<file path="src/inc/dcr_pkg.sv">
// Constants and carrier types of the memory-access channel
package dcr_pkg;
    // Register decode uses word-address bits only
    localparam int IDX_W = 6;
    localparam int ADDR_LSB = 2;

    // Register indices; byte address is four times the index
    localparam logic [31:0] IDX_CH1_INDEX = 32'h5000361E;
    localparam logic [31:0] IDX_SRC_LO = 32'h50003620;
    localparam logic [31:0] IDX_SRC_HI = 32'h50003622;
    localparam logic [31:0] IDX_DST_LO = 32'h50003624;
    localparam logic [31:0] IDX_DST_HI = 32'h50003626;
    localparam logic [31:0] IDX_THRESH = 32'h50003628;
    localparam logic [31:0] IDX_LEN = 32'h5000362A;
    localparam logic [31:0] IDX_CTRL = 32'h5000362C;
    localparam logic [31:0] IDX_CH2_INDEX = 32'h5000362E;

    localparam logic [IDX_W-1:0] KEY_CH1_INDEX = IDX_CH1_INDEX[IDX_W-1:0];
    localparam logic [IDX_W-1:0] KEY_SRC_LO = IDX_SRC_LO[IDX_W-1:0];
    localparam logic [IDX_W-1:0] KEY_SRC_HI = IDX_SRC_HI[IDX_W-1:0];
    localparam logic [IDX_W-1:0] KEY_DST_LO = IDX_DST_LO[IDX_W-1:0];
    localparam logic [IDX_W-1:0] KEY_DST_HI = IDX_DST_HI[IDX_W-1:0];
    localparam logic [IDX_W-1:0] KEY_THRESH = IDX_THRESH[IDX_W-1:0];
    localparam logic [IDX_W-1:0] KEY_LEN = IDX_LEN[IDX_W-1:0];
    localparam logic [IDX_W-1:0] KEY_CTRL = IDX_CTRL[IDX_W-1:0];
    localparam logic [IDX_W-1:0] KEY_CH2_INDEX = IDX_CH2_INDEX[IDX_W-1:0];

    // Control register fields
    localparam int C_ON = 0;
    localparam int C_BW_LO = 1;
    localparam int C_BW_HI = 2;
    localparam int C_IRQ_EN = 3;
    localparam int C_PERIPH = 4;
    localparam int C_DINC = 5;
    localparam int C_SINC = 6;
    localparam int C_CIRC = 7;
    localparam int C_IDLE = 11;
    localparam int C_FILL = 12;
    localparam int C_EDGE = 13;
    localparam logic [15:0] CTRL_WMASK = 16'h3FFF;
    localparam logic [15:0] REG_RESET = 16'h0000;

    // Item width codes and address steps
    localparam logic [1:0] BW_BYTE = 2'h0;
    localparam logic [1:0] BW_HALF = 2'h1;
    localparam logic [1:0] BW_WORD = 2'h2;
    localparam logic [1:0] BW_RSVD = 2'h3;
    localparam logic [31:0] STEP_BYTE = 32'h00000001;
    localparam logic [31:0] STEP_HALF = 32'h00000002;
    localparam logic [31:0] STEP_WORD = 32'h00000004;

    localparam int HTRANS_ACTIVE = 1;
    localparam logic HRESP_OKAY = 1'b0;

    typedef enum logic [1:0] {DCR_IDLE, DCR_READ, DCR_WRITE, DCR_GAP} dcr_state_e;

    // System bus request from the channel; held until ready while ce is high, cleared while ce is low
    typedef struct packed {
        logic valid;
        logic write;
        logic [31:0] addr;
        logic [1:0] size;
        logic [31:0] wdata;
    } dcr_mreq_s;

    typedef struct packed {
        logic ready;
        logic [31:0] rdata;
    } dcr_mrsp_s;
endpackage

</file>
<file path="src/logic/dcr_req_sense.sv">
// Peripheral request sensing: level or latched rising edge
`timescale 1ns/1ns
`default_nettype none
module dcr_req_sense (
    input wire logic hclk,
    input wire logic hresetn,
    input wire logic ce,
    input wire logic edge_mode,
    input wire logic req,
    input wire logic take,
    output logic avail
);
    typedef struct packed {
        logic prev;
        logic pend;
    } dcr_sense_s;

    dcr_sense_s r;
    dcr_sense_s next_r;

    always_comb begin
        next_r = r;
        if (ce) begin
            next_r.prev = req;
            // A new edge in the take cycle survives
            next_r.pend = (r.pend && !take) || (req && !r.prev);
        end
    end

    always_ff @(posedge hclk or negedge hresetn) begin
        if (!hresetn) begin
            r <= '0;
        end else begin
            r <= next_r;
        end
    end

    assign avail = edge_mode ? r.pend : req;
endmodule
`default_nettype wire

</file>
<file path="src/logic/dcr_channel.sv">
// Memory-access channel: register slave, item engine and request pacing
`timescale 1ns/1ns
`default_nettype none
module dcr_channel (
    input wire logic hclk,
    input wire logic hresetn,
    input wire logic ce,
    input wire logic hsel,
    input wire logic [31:0] haddr,
    input wire logic [1:0] htrans,
    input wire logic hwrite,
    input wire logic [2:0] hsize,
    input wire logic [31:0] hwdata,
    input wire logic hready,
    output logic hreadyout,
    output logic hresp,
    output logic [31:0] hrdata,
    input wire logic [15:0] ch1_item_index,
    input wire logic periph_req,
    output var dcr_pkg::dcr_mreq_s mreq,
    input wire dcr_pkg::dcr_mrsp_s mrsp,
    output logic bus_lock,
    output logic irq
);
    localparam int IW = dcr_pkg::IDX_W;
    localparam int AL = dcr_pkg::ADDR_LSB;

    typedef struct packed {
        logic [15:0] src_lo;
        logic [15:0] src_hi;
        logic [15:0] dst_lo;
        logic [15:0] dst_hi;
        logic [15:0] thresh;
        logic [15:0] len;
        logic [15:0] ctrl;
        logic [15:0] idx;
        dcr_pkg::dcr_state_e st;
        logic [31:0] data;
        logic ph_valid;
        logic ph_write;
        logic [IW-1:0] ph_idx;
        logic [31:0] rdata;
        logic irq;
    } dcr_regs_s;

    dcr_regs_s r;
    dcr_regs_s next_r;

    logic on;
    logic fill;
    logic periph;
    logic idle_bit;
    logic circ;
    logic irq_en;
    logic sinc;
    logic dinc;
    logic [1:0] bw;
    logic req_avail;
    logic take;
    logic item_done;
    logic sw_write;
    logic addr_hit;

    assign on = r.ctrl[dcr_pkg::C_ON];
    assign fill = r.ctrl[dcr_pkg::C_FILL];
    assign periph = r.ctrl[dcr_pkg::C_PERIPH];
    assign idle_bit = r.ctrl[dcr_pkg::C_IDLE];
    assign circ = r.ctrl[dcr_pkg::C_CIRC];
    assign irq_en = r.ctrl[dcr_pkg::C_IRQ_EN];
    assign sinc = r.ctrl[dcr_pkg::C_SINC];
    assign dinc = r.ctrl[dcr_pkg::C_DINC];
    assign bw = r.ctrl[dcr_pkg::C_BW_HI:dcr_pkg::C_BW_LO];
    assign sw_write = r.ph_valid && r.ph_write;
    assign addr_hit = hsel && htrans[dcr_pkg::HTRANS_ACTIVE];

    // Reserved width code falls back to bytes
    function automatic logic [1:0] item_shift(input logic [1:0] code);
        return (code == dcr_pkg::BW_RSVD) ? dcr_pkg::BW_BYTE : code;
    endfunction

    function automatic logic [31:0] item_addr(
        input logic [31:0] base,
        input logic inc,
        input logic [1:0] code,
        input logic [15:0] index
    );
        logic [31:0] off;
        off = {16'h0000, index} << item_shift(code);
        return inc ? base + off : base;
    endfunction

    function automatic logic [15:0] reg_read(input dcr_regs_s s, input logic [IW-1:0] key);
        logic [15:0] v;
        v = dcr_pkg::REG_RESET;
        case (key)
            dcr_pkg::KEY_CH1_INDEX: v = ch1_item_index;
            dcr_pkg::KEY_SRC_LO: v = s.src_lo;
            dcr_pkg::KEY_SRC_HI: v = s.src_hi;
            dcr_pkg::KEY_DST_LO: v = s.dst_lo;
            dcr_pkg::KEY_DST_HI: v = s.dst_hi;
            dcr_pkg::KEY_THRESH: v = s.thresh;
            dcr_pkg::KEY_LEN: v = s.len;
            dcr_pkg::KEY_CTRL: v = s.ctrl;
            dcr_pkg::KEY_CH2_INDEX: v = s.idx;
            default: v = dcr_pkg::REG_RESET;
        endcase
        return v;
    endfunction

    function automatic dcr_regs_s reg_write(
        input dcr_regs_s s,
        input logic [IW-1:0] key,
        input logic [15:0] v
    );
        dcr_regs_s t;
        t = s;
        // Index registers are read-only; writes there are dropped
        case (key)
            dcr_pkg::KEY_SRC_LO: t.src_lo = v;
            dcr_pkg::KEY_SRC_HI: t.src_hi = v;
            dcr_pkg::KEY_DST_LO: t.dst_lo = v;
            dcr_pkg::KEY_DST_HI: t.dst_hi = v;
            dcr_pkg::KEY_THRESH: t.thresh = v;
            dcr_pkg::KEY_LEN: t.len = v;
            dcr_pkg::KEY_CTRL: t.ctrl = v & dcr_pkg::CTRL_WMASK;
            default: t = s;
        endcase
        return t;
    endfunction

    dcr_req_sense u_sense (
        .hclk(hclk),
        .hresetn(hresetn),
        .ce(ce),
        .edge_mode(r.ctrl[dcr_pkg::C_EDGE]),
        .req(periph_req),
        .take(take),
        .avail(req_avail)
    );

    always_comb begin
        next_r = r;
        mreq = '0;
        take = 1'b0;
        item_done = 1'b0;
        if (ce) begin
            next_r.irq = 1'b0;
            unique case (r.st)
                dcr_pkg::DCR_IDLE: begin
                    if (on && (!periph || req_avail)) begin
                        take = periph;
                        // Fill fetches the source only for the first item
                        if (fill && r.idx != '0) begin
                            next_r.st = dcr_pkg::DCR_WRITE;
                        end else begin
                            next_r.st = dcr_pkg::DCR_READ;
                        end
                    end
                end
                dcr_pkg::DCR_READ: begin
                    mreq.valid = 1'b1;
                    mreq.size = item_shift(bw);
                    mreq.addr = item_addr({r.src_hi, r.src_lo}, sinc && !fill, bw, r.idx);
                    if (mrsp.ready) begin
                        next_r.data = mrsp.rdata;
                        next_r.st = dcr_pkg::DCR_WRITE;
                    end
                end
                dcr_pkg::DCR_WRITE: begin
                    mreq.valid = 1'b1;
                    mreq.write = 1'b1;
                    mreq.size = item_shift(bw);
                    mreq.wdata = r.data;
                    mreq.addr = item_addr({r.dst_hi, r.dst_lo}, dinc, bw, r.idx);
                    item_done = mrsp.ready;
                end
                dcr_pkg::DCR_GAP: begin
                    next_r.st = dcr_pkg::DCR_IDLE;
                end
            endcase

            if (item_done) begin
                // Compared before the index moves on
                next_r.irq = irq_en && (r.thresh == r.idx);
                if (r.idx == r.len) begin
                    next_r.idx = '0;
                    if (!(circ && periph)) begin
                        next_r.ctrl[dcr_pkg::C_ON] = 1'b0;
                    end
                end else begin
                    next_r.idx = r.idx + 16'h0001;
                end
                // Paced transfers already leave gaps between requests
                if (idle_bit && !periph) begin
                    next_r.st = dcr_pkg::DCR_GAP;
                end else begin
                    next_r.st = dcr_pkg::DCR_IDLE;
                end
            end

            // Software write lands after the engine, so it wins
            if (sw_write) begin
                next_r = reg_write(next_r, r.ph_idx, hwdata[15:0]);
            end

            if (hready) begin
                next_r.ph_valid = addr_hit;
                next_r.ph_write = hwrite;
                next_r.ph_idx = haddr[IW+AL-1:AL];
                // Read sees a write from the data phase just ending
                if (addr_hit && !hwrite) begin
                    next_r.rdata = {16'h0000, reg_read(next_r, haddr[IW+AL-1:AL])};
                end
            end
        end
    end

    always_ff @(posedge hclk or negedge hresetn) begin
        if (!hresetn) begin
            r <= '0;
        end else begin
            r <= next_r;
        end
    end

    // Stalling the bus while frozen keeps accesses from being lost
    assign hreadyout = ce;
    assign hresp = dcr_pkg::HRESP_OKAY;
    assign hrdata = r.rdata;
    assign irq = r.irq;
    // Fill never yields; blocking mode holds the bus between items
    assign bus_lock = on && (fill || (!periph && !idle_bit));

    logic [31:0] dst_step;
    assign dst_step = (bw == dcr_pkg::BW_WORD) ? dcr_pkg::STEP_WORD :
                      (bw == dcr_pkg::BW_HALF) ? dcr_pkg::STEP_HALF : dcr_pkg::STEP_BYTE;
endmodule
`default_nettype wire

</file>
<file path="config.mk">
export PLATFORM = sky130hd
export DESIGN_NAME = dcr_channel
export DESIGN_NICKNAME = d
export VERILOG_FILES = /design/src/inc/dcr_pkg.sv /design/src/logic/dcr_req_sense.sv /design/src/logic/dcr_channel.sv
export SDC_FILE = /design/constraint.sdc
export NUM_CORES = 1
export LEC_CHECK = 0
export CAP_MARGIN = 30
export CORE_UTILIZATION = 45
export DETAILED_ROUTE_END_ITERATION = 8
export DONT_BUFFER_PORTS = 1
export HOLD_SLACK_MARGIN = 0.1
export PLACE_DENSITY = 0.57
export SKIP_LAST_GASP = 1
export SLEW_MARGIN = 40
export SYNTH_ARGS = -nofsm -noshare
export SYNTH_HDL_FRONTEND = slang
export SYNTH_SLANG_ARGS = --single-unit
</file>
<file path="constraint.sdc">
create_clock -name hclk -period 10.5 [get_ports hclk]
set_input_delay 1.05 -clock hclk [delete_from_list [all_inputs] [get_ports hclk]]
set_output_delay 1.05 -clock hclk [all_outputs]
set_load 0.01 [all_outputs]
</file>
==> impl_metrics.sql <==
INSERT INTO impl_metrics (metric_group, metric, value, unit) VALUES
('outcome', 'status', 'complete, no violations', ''),
('worst_setup_path', 'r2r-end', 'hrdata[10]$_DFFE_PN0P_', ''),
('sta', 'setup_viol', '0', ''),
('logic_synthesis', 'synth_warnings', '0', ''),
('sta', 'fmaxAchievable', '171', 'MHz'),
('logic_synthesis', 'post_synthesis_sequential_element_count', '189', ''),
('sta', 'worst_pin_slew', '883', 'ps'),
('worst_setup_path', 'critical_path_buf_inv_count', '0', ''),
('sta', 'slew-limit-headroom', '0.410', ''),
('finish', 'antenna-diode-count', '0', ''),
('sta', 'final_hold_violation_count', '0', ''),
('worst_setup_path', 'timing.setup.critical_path_class', 'register to primary output', ''),
('logic_synthesis', 'gate_count_of_the_mapped_netlist', '1494', ''),
('worst_setup_path', 'crit_top_cell', 'sky130_fd_sc_hd__a21o_1', ''),
('grt', 'grt_overflow', '0', ''),
('place', 'preCtsSetupSlack', '5200', 'ps'),
('cts', 'cts-root-buf', 'sky130_fd_sc_hd__clkbuf_16', ''),
('logic_synthesis', 'synth_largest_area_cell', 'sky130_fd_sc_hd__dfrtp_1', ''),
('sta', 'min_period_over_period', '0.557', ''),
('pwr', 'total_leakage_power', '6.78', 'nW'),
('sta', 'postLayoutSetupSlackWorst', '4660', 'ps'),
('die', 'design.core.area', '0.0300', 'mm²'),
('worst_setup_path', 'timing.critical_path.cells', 'nand2b_1 -> o21ai_0 -> ha_1 -> a21o_1 -> a21o_1 -> a21o_1 -> or3_1 -> o21ai_1 -> nor2_1 -> xnor2_1 -> o22ai_1', ''),
('cts', 'cts-root-to-sink-buffers', '2', ''),
('finish', 'area.growth.synth_to_final', '4.18', '%'),
('cts', 'worst_skew_pair.late_latency', '450', 'ps'),
('worst_hold_path', 'hold_path.class', 'input port to async pin', ''),
('logic_synthesis', 'synthTopCellsByArea', 'sky130_fd_sc_hd__dfrtp_1 34%, sky130_fd_sc_hd__mux2_2 12%, sky130_fd_sc_hd__mux2i_1 7.1%', ''),
('route', 'detail_route.wl_per_cell', '25.1', 'µm'),
('flow_run', 'max_cap_viol_count', '0', ''),
('grt', 'first_global_vias', '10900', ''),
('grt', 'grt_antenna_before_repair', '0', ''),
('place', 'place_inst', '1783', ''),
('finish', 'regArea', '0.00473', 'mm²'),
('finish', 'fill_cells', '2932', ''),
('worst_setup_path', 'timing.critical_path.arrival', '4790', 'ps'),
('cts', 'clkSinkCount', '189', ''),
('logic_synthesis', 'postSynth.asyncResetShare', '1.00', ''),
('die', 'i_o_pin_cnt', '229', ''),
('sta', 'finalWorstPathRequiredPeriod', '5840', 'ps'),
('cts', 'post_cts_repair_setup_buffers', '0', ''),
('die', 'placementRows', '63', ''),
('finish', 'multiInputGateArea', '0.00849', 'mm²'),
('logic_synthesis', 'synth_sequential_area_ratio', '0.340', ''),
('worst_setup_path', 'critical_path.top_delay_family', 'compound AO/OA/AOI/OAI gates', ''),
('cts', 'tritoncts', 'done', ''),
('worst_setup_path', 'slowest_delay', '700', 'ps'),
('worst_setup_path', 'crit_fanout', '16', ''),
('logic_synthesis', 'synthesis.area_per_instance', '9.31', 'µm²'),
('sta', 'fin_setup_tns', '0', 'ps'),
('route', 'drtAntennaViolNets', '0', ''),
('sta', 'grt_setup_unrepaired', 'no', ''),
('sta', 'fin_skew', '11.3', 'ps'),
('cts', 'cts-resized-gates', '0', ''),
('cts', 'cts_max_level', '4', ''),
('route', 'drt_iter0_markers', '1041', ''),
('place', 'place_hpwl', '33200', 'µm'),
('worst_setup_path', 'timing.critical_path.required', '9450', 'ps'),
('worst_setup_path', 'worst_setup_path_start_kind', 'register', ''),
('logic_synthesis', 'syn-cell-area', '0.0139', 'mm²'),
('die', 'starting_density', '0.463', ''),
('cts', 'cts-hold-fix-buffers', '0', ''),
('grt', 'grt_start_max_net_pins', '190', ''),
('sta', 'timing.final.max_slew_violations', '0', ''),
('logic_synthesis', 'synthDominantCellAreaShare', '0.340', ''),
('route', 'drcViolationCount', '0', ''),
('logic_synthesis', 'synth.lib_cells_used.distinct', '72', ''),
('cts', 'clock_transition_at_the_registers_of_the_reported_paths', '70', 'ps'),
('grt', 'global_route_wire_length_before_repair', '68300', 'µm'),
('pwr', 'power-per-cell-area', '137', 'mW/mm²'),
('finish', 'design.final.nets', '1589', '');
## layout make-up
class | count | share of cell area
well taps | 390 | 0.0337
flip-flops and latches | 189 | 0.326
multi-input cells | 1161 | 0.586
repair buffers | 15 | 0.00829
inverters | 28 | 0.00725
clock inverters | 14 | 0.00820
clock buffers | 18 | 0.0303
## routing by layer
metal	global-route usage	vias up	wire length, µm
li1	-	5202	-
met1	0.396	5705	19900
met2	0.466	459	21000
met3	0.0533	74	3280
met4	0.0972	0	1280
met5	0	-	0
## registers in the layout, summed over array words and instances, names as in the netlist, 2 cells and up
register   count
bw             2
hrdata        16
r            161
u_sense.r      2
## stage by stage
step / hold WS, ps / util / instance area [µm²]
finish: 302 / 0.482 / 14500
global route: 282 / 0.482 / 14500
CTS: 291 / 0.482 / 14500
detailed placement: 451 / 0.464 / 13900
global placement: 446 / 0.462 / 13900
floorplan: 435 / - / 14000
## worst reg2reg max path, cell delays in order (launching register included)
cell,delay [ps]
sky130_fd_sc_hd__dfrtp_1,400
sky130_fd_sc_hd__inv_1,110
sky130_fd_sc_hd__ha_1,230
sky130_fd_sc_hd__buf_4,390
sky130_fd_sc_hd__and2_1,410
sky130_fd_sc_hd__and3_1,280
sky130_fd_sc_hd__and3_4,230
sky130_fd_sc_hd__and4_1,220
sky130_fd_sc_hd__nand3_1,150
sky130_fd_sc_hd__xnor2_1,220
sky130_fd_sc_hd__a21oi_1,240
sky130_fd_sc_hd__o221ai_1,170
sky130_fd_sc_hd__o32a_1,340
## logic make-up (layout without fill, tap and decap cells)
| logic type | after synthesis | after routing | share of synthesized area |
|---|---|---|---|
| other cells | 1 | 19 | 0.000270 |
| simple gates | 396 | 396 | 0.139 |
| compound gates | 333 | 333 | 0.153 |
| flops | 189 | 189 | 0.340 |
| mux | 256 | 256 | 0.198 |
| buf+inv | 162 | 75 | 0.0553 |
| xor+xnor | 105 | 105 | 0.0675 |
| fa+ha+maj | 52 | 52 | 0.0468 |
## power breakdown
part	switching [mW]	leakage, nW	internal, mW	total [mW]
combinational	0.232	4.01	0.183	0.414
clock	0.301	0.276	0.333	0.634
sequential	0.0993	2.50	0.832	0.931
## cells in the final DEF (no fill, tap or decap), types with 30 or more instances in the layout
master / count
sky130_fd_sc_hd__nand3_1: 30
sky130_fd_sc_hd__ha_1: 52
sky130_fd_sc_hd__a21oi_1: 87
sky130_fd_sc_hd__nand2_1: 141
sky130_fd_sc_hd__xnor2_1: 40
sky130_fd_sc_hd__mux2i_1: 99
sky130_fd_sc_hd__mux2_2: 147
sky130_fd_sc_hd__xor2_1: 64
sky130_fd_sc_hd__o21ai_0: 50
sky130_fd_sc_hd__o22ai_1: 60
sky130_fd_sc_hd__and3_1: 51
sky130_fd_sc_hd__nor2_1: 73
sky130_fd_sc_hd__dfrtp_1: 189
## worst max path at each step
stage,depth (start not counted),slack [ps],to,startpoint
6_report,11,4660,mreq[54],bw[0]$_DFFE_PN0P_
5_1_grt,11,4450,mreq[54],bw[0]$_DFFE_PN0P_
4_1_cts,11,4720,mreq[54],bw[1]$_DFFE_PN0P_
3_5_place_dp,11,5200,mreq[54],bw[1]$_DFFE_PN0P_
3_3_place_gp,11,5210,mreq[54],bw[1]$_DFFE_PN0P_
2_1_floorplan,14,6300,mreq[64],bw[1]$_DFFE_PN0P_
No activity file was read; power rests on OpenSTA's default activity.
